<file path="config.mk">
export PLATFORM = sky130hd
export DESIGN_NAME = rhsp_port
export DESIGN_NICKNAME = d
export VERILOG_FILES = /design/src/rhsp_pkg.sv /design/src/rhsp_fifo.sv /design/src/rhsp_port.sv
export SDC_FILE = /design/constraint.sdc
export NUM_CORES = 2
export LEC_CHECK = 0
export ABC_AREA = 1
export BUFFER_PORTS_ARGS = -buffer_cell sky130_fd_sc_hd__buf_2
export CAP_MARGIN = 20
export CORE_UTILIZATION = 55
export DETAILED_ROUTE_END_ITERATION = 16
export PLACE_DENSITY = 0.71
export SLEW_MARGIN = 20
export SYNTH_ARGS = -nofsm -noshare
export SYNTH_HDL_FRONTEND = slang
export SYNTH_SLANG_ARGS = --single-unit
</file>
<file path="constraint.sdc">
create_clock -name pclk -period 80.1 [get_ports pclk]
set_input_delay 4.005 -clock pclk [delete_from_list [all_inputs] [get_ports pclk]]
set_output_delay 4.005 -clock pclk [all_outputs]
set_load 0.02 [all_outputs]
</file>
<file path="src/rhsp_pkg.sv">
// Purpose: shared constants and types for the serial host port
// Assumes: 10 MHz pclk, APB register access
// Notes: offsets are byte addresses
package rhsp_pkg;

    localparam int unsigned CLK_HZ = 10_000_000;

    // =========================================================
    // register map
    localparam logic [7:0] ADDR_CTRL = 8'h00;
    localparam logic [7:0] ADDR_STAT = 8'h04;
    localparam logic [7:0] ADDR_TXD = 8'h08;
    localparam logic [7:0] ADDR_RXD = 8'h0C;
    localparam logic [7:0] ADDR_CMD = 8'h10;

    // =========================================================
    // control register fields
    localparam int CTRL_BAUD_LSB = 0;
    localparam int CTRL_FMT_LSB = 4;
    localparam int CTRL_FLOW_LSB = 8;
    localparam int CTRL_IFSEL_BIT = 12;

    // command register bits (write one to act)
    localparam int CMD_LOCAL_BIT = 0;
    localparam int CMD_LOCKOUT_BIT = 1;
    localparam int CMD_BRKACK_BIT = 2;

    // =========================================================
    // enumerations
    typedef enum logic [3:0] {
        BAUD_300 = 4'h0, BAUD_600 = 4'h1, BAUD_1200 = 4'h2, BAUD_2400 = 4'h3,
        BAUD_4800 = 4'h4, BAUD_9600 = 4'h5, BAUD_19200 = 4'h6, BAUD_38400 = 4'h7,
        BAUD_57600 = 4'h8, BAUD_115200 = 4'h9
    } rhsp_baud_t;

    typedef enum logic [1:0] {
        FMT_NONE8 = 2'h0,
        FMT_EVEN7 = 2'h1,
        FMT_ODD7 = 2'h2
    } rhsp_fmt_t;

    typedef enum logic [2:0] {
        FLOW_NONE = 3'h0,
        FLOW_DTRDSR = 3'h1,
        FLOW_MODEM = 3'h2,
        FLOW_RTSCTS = 3'h3,
        FLOW_XONXOFF = 3'h4
    } rhsp_flow_t;

    typedef enum logic [1:0] {
        SER_IDLE = 2'h0,
        SER_START = 2'h1,
        SER_BITS = 2'h2,
        SER_STOP = 2'h3
    } rhsp_ser_t;

    localparam rhsp_baud_t RST_BAUD = BAUD_57600;
    localparam rhsp_fmt_t RST_FMT = FMT_NONE8;
    localparam rhsp_flow_t RST_FLOW = FLOW_DTRDSR;
    localparam logic RST_IFSEL = 1'b0;

    localparam logic [7:0] XOFF_CHAR = 8'h13;
    localparam logic [7:0] XON_CHAR = 8'h11;
    localparam int unsigned RX_NEAR_FULL = 100;
    localparam int unsigned RX_DEPTH = 128;
    localparam int unsigned TX_DEPTH = 32;
    localparam int unsigned OVS = 16;

    // modem line group
    typedef struct packed {
        logic dtr;
        logic rts;
    } rhsp_modem_out_t;

    // oversample divider per rate, rounded down to whole cycles
    function automatic logic [11:0] baud_div(input rhsp_baud_t b);
        int unsigned r;
        case (b)
            BAUD_300: r = 300;
            BAUD_600: r = 600;
            BAUD_1200: r = 1200;
            BAUD_2400: r = 2400;
            BAUD_4800: r = 4800;
            BAUD_9600: r = 9600;
            BAUD_19200: r = 19200;
            BAUD_38400: r = 38400;
            BAUD_57600: r = 57600;
            BAUD_115200: r = 115200;
            default: r = 57600;
        endcase
        baud_div = 12'(CLK_HZ / (r * OVS));
    endfunction

endpackage

</file>
<file path="src/rhsp_fifo.sv">
// Purpose: synchronous FIFO with valid/ready on both sides
// Assumes: single clock
// Notes: depth is a power of two
module rhsp_fifo #(
    parameter int WIDTH = 8,
    parameter int DEPTH = 32
) (
    input wire logic pclk, // clock
    input wire logic presetn, // async reset, low
    input wire logic flush, // drop all contents
    input wire logic [WIDTH-1:0] in_data, // write data
    input wire logic in_valid, // write request
    output logic in_ready, // space available
    output logic [WIDTH-1:0] out_data, // head word
    output logic out_valid, // head valid
    input wire logic out_ready, // consume head
    output logic [$clog2(DEPTH):0] level // words held
);
    localparam int AW = $clog2(DEPTH);
    initial begin
        if (DEPTH < 2 || (1 << AW) != DEPTH) $error("rhsp_fifo: DEPTH must be a power of two");
    end

    logic [WIDTH-1:0] mem [DEPTH];
    logic [AW:0] wr_reg;
    logic [AW:0] rd_reg;
    wire push = in_valid && in_ready;
    wire pop = out_valid && out_ready;

    assign level = wr_reg - rd_reg;
    assign in_ready = level != (AW+1)'(DEPTH);
    assign out_valid = level != '0;
    assign out_data = mem[rd_reg[AW-1:0]];

    always_ff @(posedge pclk) begin
        if (push) mem[wr_reg[AW-1:0]] <= in_data;
    end

    always_ff @(posedge pclk or negedge presetn) begin
        if (!presetn) begin
            wr_reg <= '0;
            rd_reg <= '0;
        end else if (flush) begin
            wr_reg <= '0;
            rd_reg <= '0;
        end else begin
            if (push) wr_reg <= wr_reg + 1'b1;
            if (pop) rd_reg <= rd_reg + 1'b1;
        end
    end
endmodule // rhsp_fifo

</file>
<file path="src/rhsp_port.sv">
// Purpose: RS-232 host serial port with APB registers
// Assumes: 10 MHz pclk, rxd/dsr/cts are asynchronous pins
// Notes: 16x oversampled receiver, fixed one start and one stop bit

// Notes on behaviour
// - ten selectable line rates, 57600 after reset; host uses the same
// - format 8N, 7E or 7O, default 8N; host must match
// - exactly one start and one stop bit, fixed both directions
// - frame is start, data, parity only when chosen, stop
// - five flow modes, DTR/DSR after reset
// - DTR/DSR mode sends only while DSR asserted
// - DTR/DSR mode drops DTR near 100 buffered characters, restores later
// - modem mode: DTR when serial selected, RTS when ready to receive
// - RTS/CTS mode sends only with CTS, drops RTS near 100 characters
// - XON/XOFF mode pauses on 13h, resumes on 11h
// - break on receive line aborts work and flushes pending output
// - one remote interface active, parallel bus selected by default
// - local command enables every front-panel key
// - lockout command enters remote mode, ignores front-panel keys while serial is selected
module rhsp_port (
    input wire logic pclk, // clock
    input wire logic presetn, // async reset, low
    input wire logic psel, // apb select
    input wire logic penable, // apb enable
    input wire logic pwrite, // apb direction
    input wire logic [7:0] paddr, // apb byte address
    input wire logic [31:0] pwdata, // apb write data
    output logic [31:0] prdata, // apb read data
    output logic pready, // apb ready
    output logic pslverr, // apb error
    input wire logic rxd, // serial receive pin
    output logic txd, // serial transmit pin
    input wire logic dsr, // data set ready pin, high true
    input wire logic cts, // clear to send pin, high true
    output logic dtr, // data terminal ready, high true
    output logic rts, // request to send, high true
    output logic serial_selected, // serial is the active remote interface
    output logic keys_locked, // front-panel keys ignored
    output logic abort_pulse // one-cycle abort on break
);
    // =========================================================
    // pin synchronisers
    logic [2:0] sync1_reg;
    logic [2:0] sync2_reg;
    always_ff @(posedge pclk or negedge presetn) begin
        if (!presetn) begin
            sync1_reg <= 3'h7;
            sync2_reg <= 3'h7;
        end else begin
            sync1_reg <= {cts, dsr, rxd};
            sync2_reg <= sync1_reg;
        end
    end
    wire rx_s = sync2_reg[0];
    wire dsr_s = sync2_reg[1];
    wire cts_s = sync2_reg[2];

    // =========================================================
    // control registers
    rhsp_pkg::rhsp_baud_t baud_reg;
    rhsp_pkg::rhsp_fmt_t fmt_reg;
    rhsp_pkg::rhsp_flow_t flow_reg;
    logic ifsel_reg;
    logic locked_reg;
    logic brk_seen_reg;
    logic xoff_reg;

    wire wr_acc = psel && penable && pwrite && pready;
    wire rd_acc = psel && penable && !pwrite && pready;
    wire sel_ctrl = paddr == rhsp_pkg::ADDR_CTRL;
    wire sel_stat = paddr == rhsp_pkg::ADDR_STAT;
    wire sel_txd = paddr == rhsp_pkg::ADDR_TXD;
    wire sel_rxd = paddr == rhsp_pkg::ADDR_RXD;
    wire sel_cmd = paddr == rhsp_pkg::ADDR_CMD;
    wire mapped = sel_ctrl || sel_stat || sel_txd || sel_rxd || sel_cmd;
    wire [3:0] baud_w = pwdata[rhsp_pkg::CTRL_BAUD_LSB +: 4];
    wire [1:0] fmt_w = pwdata[rhsp_pkg::CTRL_FMT_LSB +: 2];
    wire [2:0] flow_w = pwdata[rhsp_pkg::CTRL_FLOW_LSB +: 3];
    wire baud_ok = baud_w <= 4'h9;
    wire fmt_ok = fmt_w <= 2'h2;
    wire flow_ok = flow_w <= 3'h4;

    // =========================================================
    // fifos
    logic tx_in_ready;
    logic [7:0] tx_head;
    logic tx_head_valid;
    logic tx_pop;
    logic [5:0] tx_level;
    logic [7:0] rx_push_data;
    logic rx_push;
    logic rx_in_ready;
    logic [7:0] rx_head;
    logic rx_head_valid;
    logic [7:0] rx_level;
    logic brk_event;

    wire tx_push = wr_acc && sel_txd && tx_in_ready;
    wire rx_pop = rd_acc && sel_rxd && rx_head_valid;
    wire flush_tx = brk_event;

    rhsp_fifo #(.WIDTH(8), .DEPTH(rhsp_pkg::TX_DEPTH)) u_txq (
        .pclk(pclk),
        .presetn(presetn),
        .flush(flush_tx),
        .in_data(pwdata[7:0]),
        .in_valid(tx_push),
        .in_ready(tx_in_ready),
        .out_data(tx_head),
        .out_valid(tx_head_valid),
        .out_ready(tx_pop),
        .level(tx_level)
    );

    rhsp_fifo #(.WIDTH(8), .DEPTH(rhsp_pkg::RX_DEPTH)) u_rxq (
        .pclk(pclk),
        .presetn(presetn),
        .flush(1'b0),
        .in_data(rx_push_data),
        .in_valid(rx_push),
        .in_ready(rx_in_ready),
        .out_data(rx_head),
        .out_valid(rx_head_valid),
        .out_ready(rx_pop),
        .level(rx_level)
    );

    // =========================================================
    // oversample tick
    logic [11:0] div_reg;
    logic tick;
    wire [11:0] div_max = rhsp_pkg::baud_div(baud_reg);
    always_ff @(posedge pclk or negedge presetn) begin
        if (!presetn) begin
            div_reg <= '0;
            tick <= 1'b0;
        end else begin
            tick <= div_reg == 12'h000;
            div_reg <= (div_reg == 12'h000) ? div_max - 12'h001 : div_reg - 12'h001;
        end
    end

    function automatic logic [3:0] frame_bits(input rhsp_pkg::rhsp_fmt_t f);
        frame_bits = (f == rhsp_pkg::FMT_NONE8) ? 4'h8 : 4'h8;
    endfunction
    function automatic logic par_bit(input logic [6:0] d, input rhsp_pkg::rhsp_fmt_t f);
        par_bit = (^d) ^ (f == rhsp_pkg::FMT_ODD7);
    endfunction

    // =========================================================
    // flow gate for transmit
    wire flow_dsr = flow_reg == rhsp_pkg::FLOW_DTRDSR;
    wire flow_cts = flow_reg == rhsp_pkg::FLOW_RTSCTS || flow_reg == rhsp_pkg::FLOW_MODEM;
    wire tx_allowed = !(flow_dsr && !dsr_s)
        && !(flow_cts && !cts_s)
        && !(flow_reg == rhsp_pkg::FLOW_XONXOFF && xoff_reg);

    // =========================================================
    // transmitter
    rhsp_pkg::rhsp_ser_t tx_st;
    logic [3:0] tx_os;
    logic [3:0] tx_idx;
    logic [7:0] tx_sh;
    logic [7:0] tx_frame;
    assign tx_frame = (fmt_reg == rhsp_pkg::FMT_NONE8) ? tx_head
        : {par_bit(tx_head[6:0], fmt_reg), tx_head[6:0]};
    assign tx_pop = (tx_st == rhsp_pkg::SER_IDLE) && tick && tx_head_valid && tx_allowed && !flush_tx;

    always_ff @(posedge pclk or negedge presetn) begin
        if (!presetn) begin
            tx_st <= rhsp_pkg::SER_IDLE;
            tx_os <= '0;
            tx_idx <= '0;
            tx_sh <= '0;
            txd <= 1'b1;
        end else if (tick) begin
            tx_os <= tx_os + 4'h1;
            case (tx_st)
                rhsp_pkg::SER_IDLE: begin
                    txd <= 1'b1;
                    if (tx_pop) begin
                        tx_sh <= tx_frame;
                        tx_os <= 4'h0;
                        txd <= 1'b0;
                        tx_st <= rhsp_pkg::SER_START;
                    end
                end
                rhsp_pkg::SER_START: begin
                    if (tx_os == 4'hF) begin
                        txd <= tx_sh[0];
                        tx_sh <= {1'b0, tx_sh[7:1]};
                        tx_idx <= 4'h1;
                        tx_st <= rhsp_pkg::SER_BITS;
                    end
                end
                rhsp_pkg::SER_BITS: begin
                    if (tx_os == 4'hF) begin
                        if (tx_idx == frame_bits(fmt_reg)) begin
                            txd <= 1'b1;
                            tx_st <= rhsp_pkg::SER_STOP;
                        end else begin
                            txd <= tx_sh[0];
                            tx_sh <= {1'b0, tx_sh[7:1]};
                            tx_idx <= tx_idx + 4'h1;
                        end
                    end
                end
                rhsp_pkg::SER_STOP: begin
                    if (tx_os == 4'hF) tx_st <= rhsp_pkg::SER_IDLE;
                end
                default: tx_st <= rhsp_pkg::SER_IDLE;
            endcase
        end
    end

    // =========================================================
    // receiver, sampled at bit centre
    rhsp_pkg::rhsp_ser_t rx_st;
    logic [3:0] rx_os;
    logic [3:0] rx_idx;
    logic [7:0] rx_sh;
    logic rx_allzero;
    logic rx_done;
    wire [7:0] rx_char = (fmt_reg == rhsp_pkg::FMT_NONE8) ? rx_sh : {1'b0, rx_sh[6:0]};
    wire rx_mid = tick && rx_os == 4'h7;

    always_ff @(posedge pclk or negedge presetn) begin
        if (!presetn) begin
            rx_st <= rhsp_pkg::SER_IDLE;
            rx_os <= '0;
            rx_idx <= '0;
            rx_sh <= '0;
            rx_allzero <= 1'b0;
            rx_done <= 1'b0;
            brk_event <= 1'b0;
        end else begin
            rx_done <= 1'b0;
            brk_event <= 1'b0;
            if (tick) begin
                rx_os <= rx_os + 4'h1;
                case (rx_st)
                    rhsp_pkg::SER_IDLE: begin
                        rx_os <= 4'h0;
                        if (!rx_s) rx_st <= rhsp_pkg::SER_START;
                    end
                    rhsp_pkg::SER_START: begin
                        if (rx_mid) begin
                            rx_st <= rx_s ? rhsp_pkg::SER_IDLE : rhsp_pkg::SER_BITS;
                            rx_idx <= 4'h0;
                            rx_allzero <= 1'b1;
                        end
                    end
                    rhsp_pkg::SER_BITS: begin
                        if (rx_mid) begin
                            rx_sh <= {rx_s, rx_sh[7:1]};
                            rx_allzero <= rx_allzero && !rx_s;
                            rx_idx <= rx_idx + 4'h1;
                            if (rx_idx == frame_bits(fmt_reg) - 4'h1) rx_st <= rhsp_pkg::SER_STOP;
                        end
                    end
                    rhsp_pkg::SER_STOP: begin
                        if (rx_mid) begin
                            rx_st <= rhsp_pkg::SER_IDLE;
                            if (rx_s) rx_done <= 1'b1;
                            else if (rx_allzero) brk_event <= 1'b1;
                        end
                    end
                    default: rx_st <= rhsp_pkg::SER_IDLE;
                endcase
            end
        end
    end

    wire is_xoff = rx_char == rhsp_pkg::XOFF_CHAR;
    wire is_xon = rx_char == rhsp_pkg::XON_CHAR;
    wire xon_mode = flow_reg == rhsp_pkg::FLOW_XONXOFF;
    assign rx_push_data = rx_char;
    assign rx_push = rx_done && rx_in_ready && !(xon_mode && (is_xoff || is_xon));

    // =========================================================
    // flow state, modem outputs
    wire rx_nearfull = rx_level >= 8'(rhsp_pkg::RX_NEAR_FULL);
    rhsp_pkg::rhsp_modem_out_t modem_next;
    assign modem_next.dtr = (flow_reg == rhsp_pkg::FLOW_DTRDSR) ? !rx_nearfull
        : (flow_reg == rhsp_pkg::FLOW_MODEM) ? ifsel_reg : 1'b1;
    assign modem_next.rts = (flow_reg == rhsp_pkg::FLOW_RTSCTS || flow_reg == rhsp_pkg::FLOW_MODEM)
        ? !rx_nearfull : 1'b1;

    always_ff @(posedge pclk or negedge presetn) begin
        if (!presetn) begin
            dtr <= 1'b0;
            rts <= 1'b0;
            xoff_reg <= 1'b0;
        end else begin
            dtr <= modem_next.dtr;
            rts <= modem_next.rts;
            if (!xon_mode || brk_event) xoff_reg <= 1'b0;
            else if (rx_done && is_xoff) xoff_reg <= 1'b1;
            else if (rx_done && is_xon) xoff_reg <= 1'b0;
        end
    end

    // =========================================================
    // apb register writes and commands
    always_ff @(posedge pclk or negedge presetn) begin
        if (!presetn) begin
            baud_reg <= rhsp_pkg::RST_BAUD;
            fmt_reg <= rhsp_pkg::RST_FMT;
            flow_reg <= rhsp_pkg::RST_FLOW;
            ifsel_reg <= rhsp_pkg::RST_IFSEL;
            locked_reg <= 1'b0;
            brk_seen_reg <= 1'b0;
            abort_pulse <= 1'b0;
        end else begin
            abort_pulse <= brk_event;
            if (wr_acc && sel_ctrl) begin
                if (baud_ok) baud_reg <= rhsp_pkg::rhsp_baud_t'(baud_w);
                if (fmt_ok) fmt_reg <= rhsp_pkg::rhsp_fmt_t'(fmt_w);
                if (flow_ok) flow_reg <= rhsp_pkg::rhsp_flow_t'(flow_w);
                ifsel_reg <= pwdata[rhsp_pkg::CTRL_IFSEL_BIT];
            end
            if (wr_acc && sel_cmd && pwdata[rhsp_pkg::CMD_LOCAL_BIT]) locked_reg <= 1'b0;
            else if (wr_acc && sel_cmd && pwdata[rhsp_pkg::CMD_LOCKOUT_BIT]) locked_reg <= 1'b1;
            if (brk_event) brk_seen_reg <= 1'b1;
            else if (wr_acc && sel_cmd && pwdata[rhsp_pkg::CMD_BRKACK_BIT]) brk_seen_reg <= 1'b0;
        end
    end

    // =========================================================
    // apb read path, one wait state
    wire [31:0] ctrl_rd = {19'h0, ifsel_reg, 1'b0, flow_reg, 2'h0, fmt_reg, baud_reg};
    wire [31:0] stat_rd = {8'h0, rx_level, 2'h0, tx_level, 1'b0, locked_reg, brk_seen_reg,
        xoff_reg, cts_s, dsr_s, tx_in_ready, rx_head_valid};
    wire [31:0] rxd_rd = {23'h0, rx_head_valid, rx_head};
    wire [31:0] rd_mux = sel_ctrl ? ctrl_rd : sel_stat ? stat_rd : sel_rxd ? rxd_rd : 32'h0000_0000;

    always_ff @(posedge pclk or negedge presetn) begin
        if (!presetn) begin
            pready <= 1'b0;
            prdata <= 32'h0000_0000;
            pslverr <= 1'b0;
            serial_selected <= 1'b0;
            keys_locked <= 1'b0;
        end else begin
            pready <= psel && penable && !pready;
            prdata <= (psel && penable && !pready && !pwrite) ? rd_mux : 32'h0000_0000;
            pslverr <= psel && penable && !pready && !mapped;
            serial_selected <= ifsel_reg;
            keys_locked <= locked_reg && ifsel_reg;
        end
    end
endmodule // rhsp_port

</file>
==> metrics <==
CORE AREA=about 130000 µm²; Layout Skew=approximately 62 ps; EDFF count, synth=roughly 1300; DRT antenna net count=0; clock root buffer master=sky130_fd_sc_hd__clkbuf_16; clock-pin slew on the worst setup and hold paths=60 ps; Fill cells=between 10000 and 15000; latest clock arrival within the worst-skew pair=~800 ps; count of max-cap constraint violations=0; period utilization=between 60% and 70%; worst slew pin tran=about 1200 ps; initial cell density of the core=between 50% and 60%; layout cells sized above 1=approximately 7.3%; Setup Fix Bufs, Post-CTS=0; most frequent cells in the layout=sky130_fd_sc_hd__edfxtp_1, sky130_fd_sc_hd__nor2_1, sky130_fd_sc_hd__nand2_1, sky130_fd_sc_hd__o21ai_0, sky130_fd_sc_hd__inv_1; maximum clock frequency=between 0.015 and 0.02 GHz; Overflow after GRT=0; first-pass GRT wire length=roughly 290000 µm; mean number of vias per cell=about 6; Crit-path slowest cell=sky130_fd_sc_hd__nor2_1; worst hold-check path type=flop to flop; global-route total usage across every layer=27.97%; DRC errors left=0; horizontal die dimension=365.1 µm; top_reg_cell synth=sky130_fd_sc_hd__edfxtp_1; number of levels the H-tree was split into=4; routed vias=approximately 54000; warning count from the yosys run=0; overall die area=around 130000 µm²; clock tree from TritonCTS=yes; initial drt markers=5716; cell row count=around 130; Hold Vio Cnt, Final=0; startpoint types=flop; first-pass iteration count of the detailed router=6; endpoint arrival time on the critical path=~53000 ps; outcome=completed; net total in the final layout=approximately 7500; setup total negative slack=0 ps; average detailed-routed wire length per instance=about 21 µm; leakage component of the power=between 20 and 30 nW; via count of the first global-routing pass=51135; number of flip-flops under the largest register name=roughly 1000; cell repeated most along the worst path=sky130_fd_sc_hd__nand2_1; synthesized area divided by synthesized cell count=between 10 and 15 µm²; antenna diode instance count=0; num ports=88; HPWL after detailed placement=116000 µm; final non-filler cell area=slightly below 80000 µm²; final setup violating endpoints=0; critical path type=flop to flop; area growth from synthesis to final layout=8.675%; count of hold buffers inserted by post-cts repair=0; fraction of synthesis flops using an asynchronous set or reset pin=a little under a tenth; sum of internal, switching and leakage power=between 0.003 and 0.004 W; placed cell count=8750; number of flip-flops and latches in the synthesized netlist=approximately 1400; Max IR drop VDD=~140 µV; total wire length after detailed routing=between 150000 and 200000 µm; power density normalized to cell area=39.95 nW/µm²; sort of element at the end of the critical path=flop; pin count of the biggest net entering global routing=208; TritonCTS Sinks=roughly 1400; CTS max path bufs=3; post-synthesis instance area=roughly 73000 µm²; clock period minus worst slack=around 52000 ps; post-synthesis instance total=slightly above 7000; total count of max-transition violations in the final report=0; share of synthesized area occupied by flip-flops and latches=between 50% and 60%; worst path required time=between 80000 and 90000 ps; slowest cell delay on critical path=between 700 and 800 ps; final weighted congestion of routability-driven global placement=about 0.88; count of distinct cell types in the synthesized netlist=74; worst-path maximum fanout=41; final standard cell count with taps included and fillers excluded=approximately 9000; Num CTS Buffers=139; Util after Layout=approximately 60%; Worst slew margin=a little under a quarter; cts repair resizes=0; vertical die dimension=between 300 and 400 µm; commonest non-fill, non-tap cell in the layout=sky130_fd_sc_hd__edfxtp_1; placed inst area=approximately 74000 µm²; number of buffers inserted by port buffering=57; setup repair after global routing missed its margin=no; number of antenna violations at the first check in global routing=2
-- final timing paths --
| path | startpoint | to | slack, ps | depth (start not counted) |
|---|---|---|---|---|
| setup reg to reg | baud_reg[2]$_DFFE_PN0P_ | div_reg[8]$_DFF_PN0_ | 27620 | 302 |
| max in group asynchronous | presetn | u_rxq.rd_reg[1]$_DFFE_PN0P_ | 75420 | 2 |
| hold / removal | sync1_reg[0]$_DFF_PN1_ | sync2_reg[0]$_DFF_PN1_ | 360 | 0 |
| hold reg to reg | sync1_reg[0]$_DFF_PN1_ | sync2_reg[0]$_DFF_PN1_ | 360 | 0 |
| min in group asynchronous | presetn | div_reg[11]$_DFF_PN0_ | 3200 | 1 |
| setup / recovery | baud_reg[2]$_DFFE_PN0P_ | div_reg[8]$_DFF_PN0_ | 27620 | 302 |
-- power by group --
part	switching (W)	internal [W]
combinational	0.00109	0.000611
clock	0.000284	0.000366
sequential	0.000000348	0.000793
total	0.00138	0.00177
-- cell type report --
type / count / area [µm²] / area share, %
well taps: 1742 / 2180 / 2.766
flip-flops and latches: 1409 / 41720 / 52.94
inverters: 490 / 1858 / 2.358
clock inverters: 78 / 823.3 / 1.045
multi-input cells: 4984 / 27640 / 35.08
clock buffers: 175 / 3727 / 4.730
repair buffers: 126 / 850.8 / 1.080
-- per-stage QoR --
stage          hold slack [ps]  worst slack [ps]
3_3_place_gp             349.2             29190
5_1_grt                  361.4             21630
2_1_floorplan            345.2             35200
4_1_cts                  356.2             28080
3_5_place_dp             347.3             28300
6_report                 357.8             27620
-- synth_stat cells, types with 14 or more instances --
master,number,area [µm²]
sky130_fd_sc_hd__a21o_1,18,135.1
sky130_fd_sc_hd__a21oi_1,316,1582
sky130_fd_sc_hd__a221oi_1,15,131.4
sky130_fd_sc_hd__a31oi_1,35,219.0
sky130_fd_sc_hd__buf_1,14,52.55
sky130_fd_sc_hd__buf_2,14,70.07
sky130_fd_sc_hd__buf_4,15,112.6
sky130_fd_sc_hd__clkbuf_1,293,1100
sky130_fd_sc_hd__dfrtp_1,120,3003
sky130_fd_sc_hd__edfxtp_1,1280,38440
sky130_fd_sc_hd__ha_1,292,3654
sky130_fd_sc_hd__inv_1,453,1700
sky130_fd_sc_hd__inv_2,27,101.4
sky130_fd_sc_hd__nand2_1,967,3630
sky130_fd_sc_hd__nand2_2,36,225.2
sky130_fd_sc_hd__nand3_1,389,1947
sky130_fd_sc_hd__nand3_2,26,260.3
sky130_fd_sc_hd__nand4_1,69,431.7
sky130_fd_sc_hd__nor2_1,1035,3885
sky130_fd_sc_hd__nor3_1,44,220.2
sky130_fd_sc_hd__o211ai_1,33,247.7
sky130_fd_sc_hd__o21ai_0,893,4469
sky130_fd_sc_hd__o21ai_1,32,160.2
sky130_fd_sc_hd__o21bai_1,32,240.2
sky130_fd_sc_hd__o221ai_1,167,1463
sky130_fd_sc_hd__o22ai_1,157,982.2
sky130_fd_sc_hd__or2_2,24,150.1
sky130_fd_sc_hd__xnor2_1,83,727.0
sky130_fd_sc_hd__xor2_1,147,1287
-- routing by layer --
metal	GRT usage [%]	part of all wire, %
met3	4.229	8.4
met5	0	0
met4	9.812	3.0
met1	38.30	41
met2	45.49	47
-- critical path: cells and delay by family, from the launching register on --
kind / cells / cell delay (ps)
AO/OA/AOI/OAI: 105 / 18020
XOR/XNOR: 1 / 140
adder cells (fa/ha/maj): 24 / 8320
buffers and inverters: 40 / 7050
flip-flops: 1 / 560
AND/OR/NAND/NOR: 132 / 18010
-- logic make-up (layout without fill, tap and decap cells) --
family,Yosys count,after routing,share of synthesized area (%)
xor gates and xnor gates,231,231,2.801
adders and majority gates,301,301,5.287
buffers and inverters,834,869,4.506
AOI/OAI and AO/OA,1767,1767,14.08
DFF,1409,1409,57.48
other,1,12,0.005172
muxes,2,2,0.03106
and+or+nand+nor,2671,2671,15.81
Power figures use the tool's default switching activity.
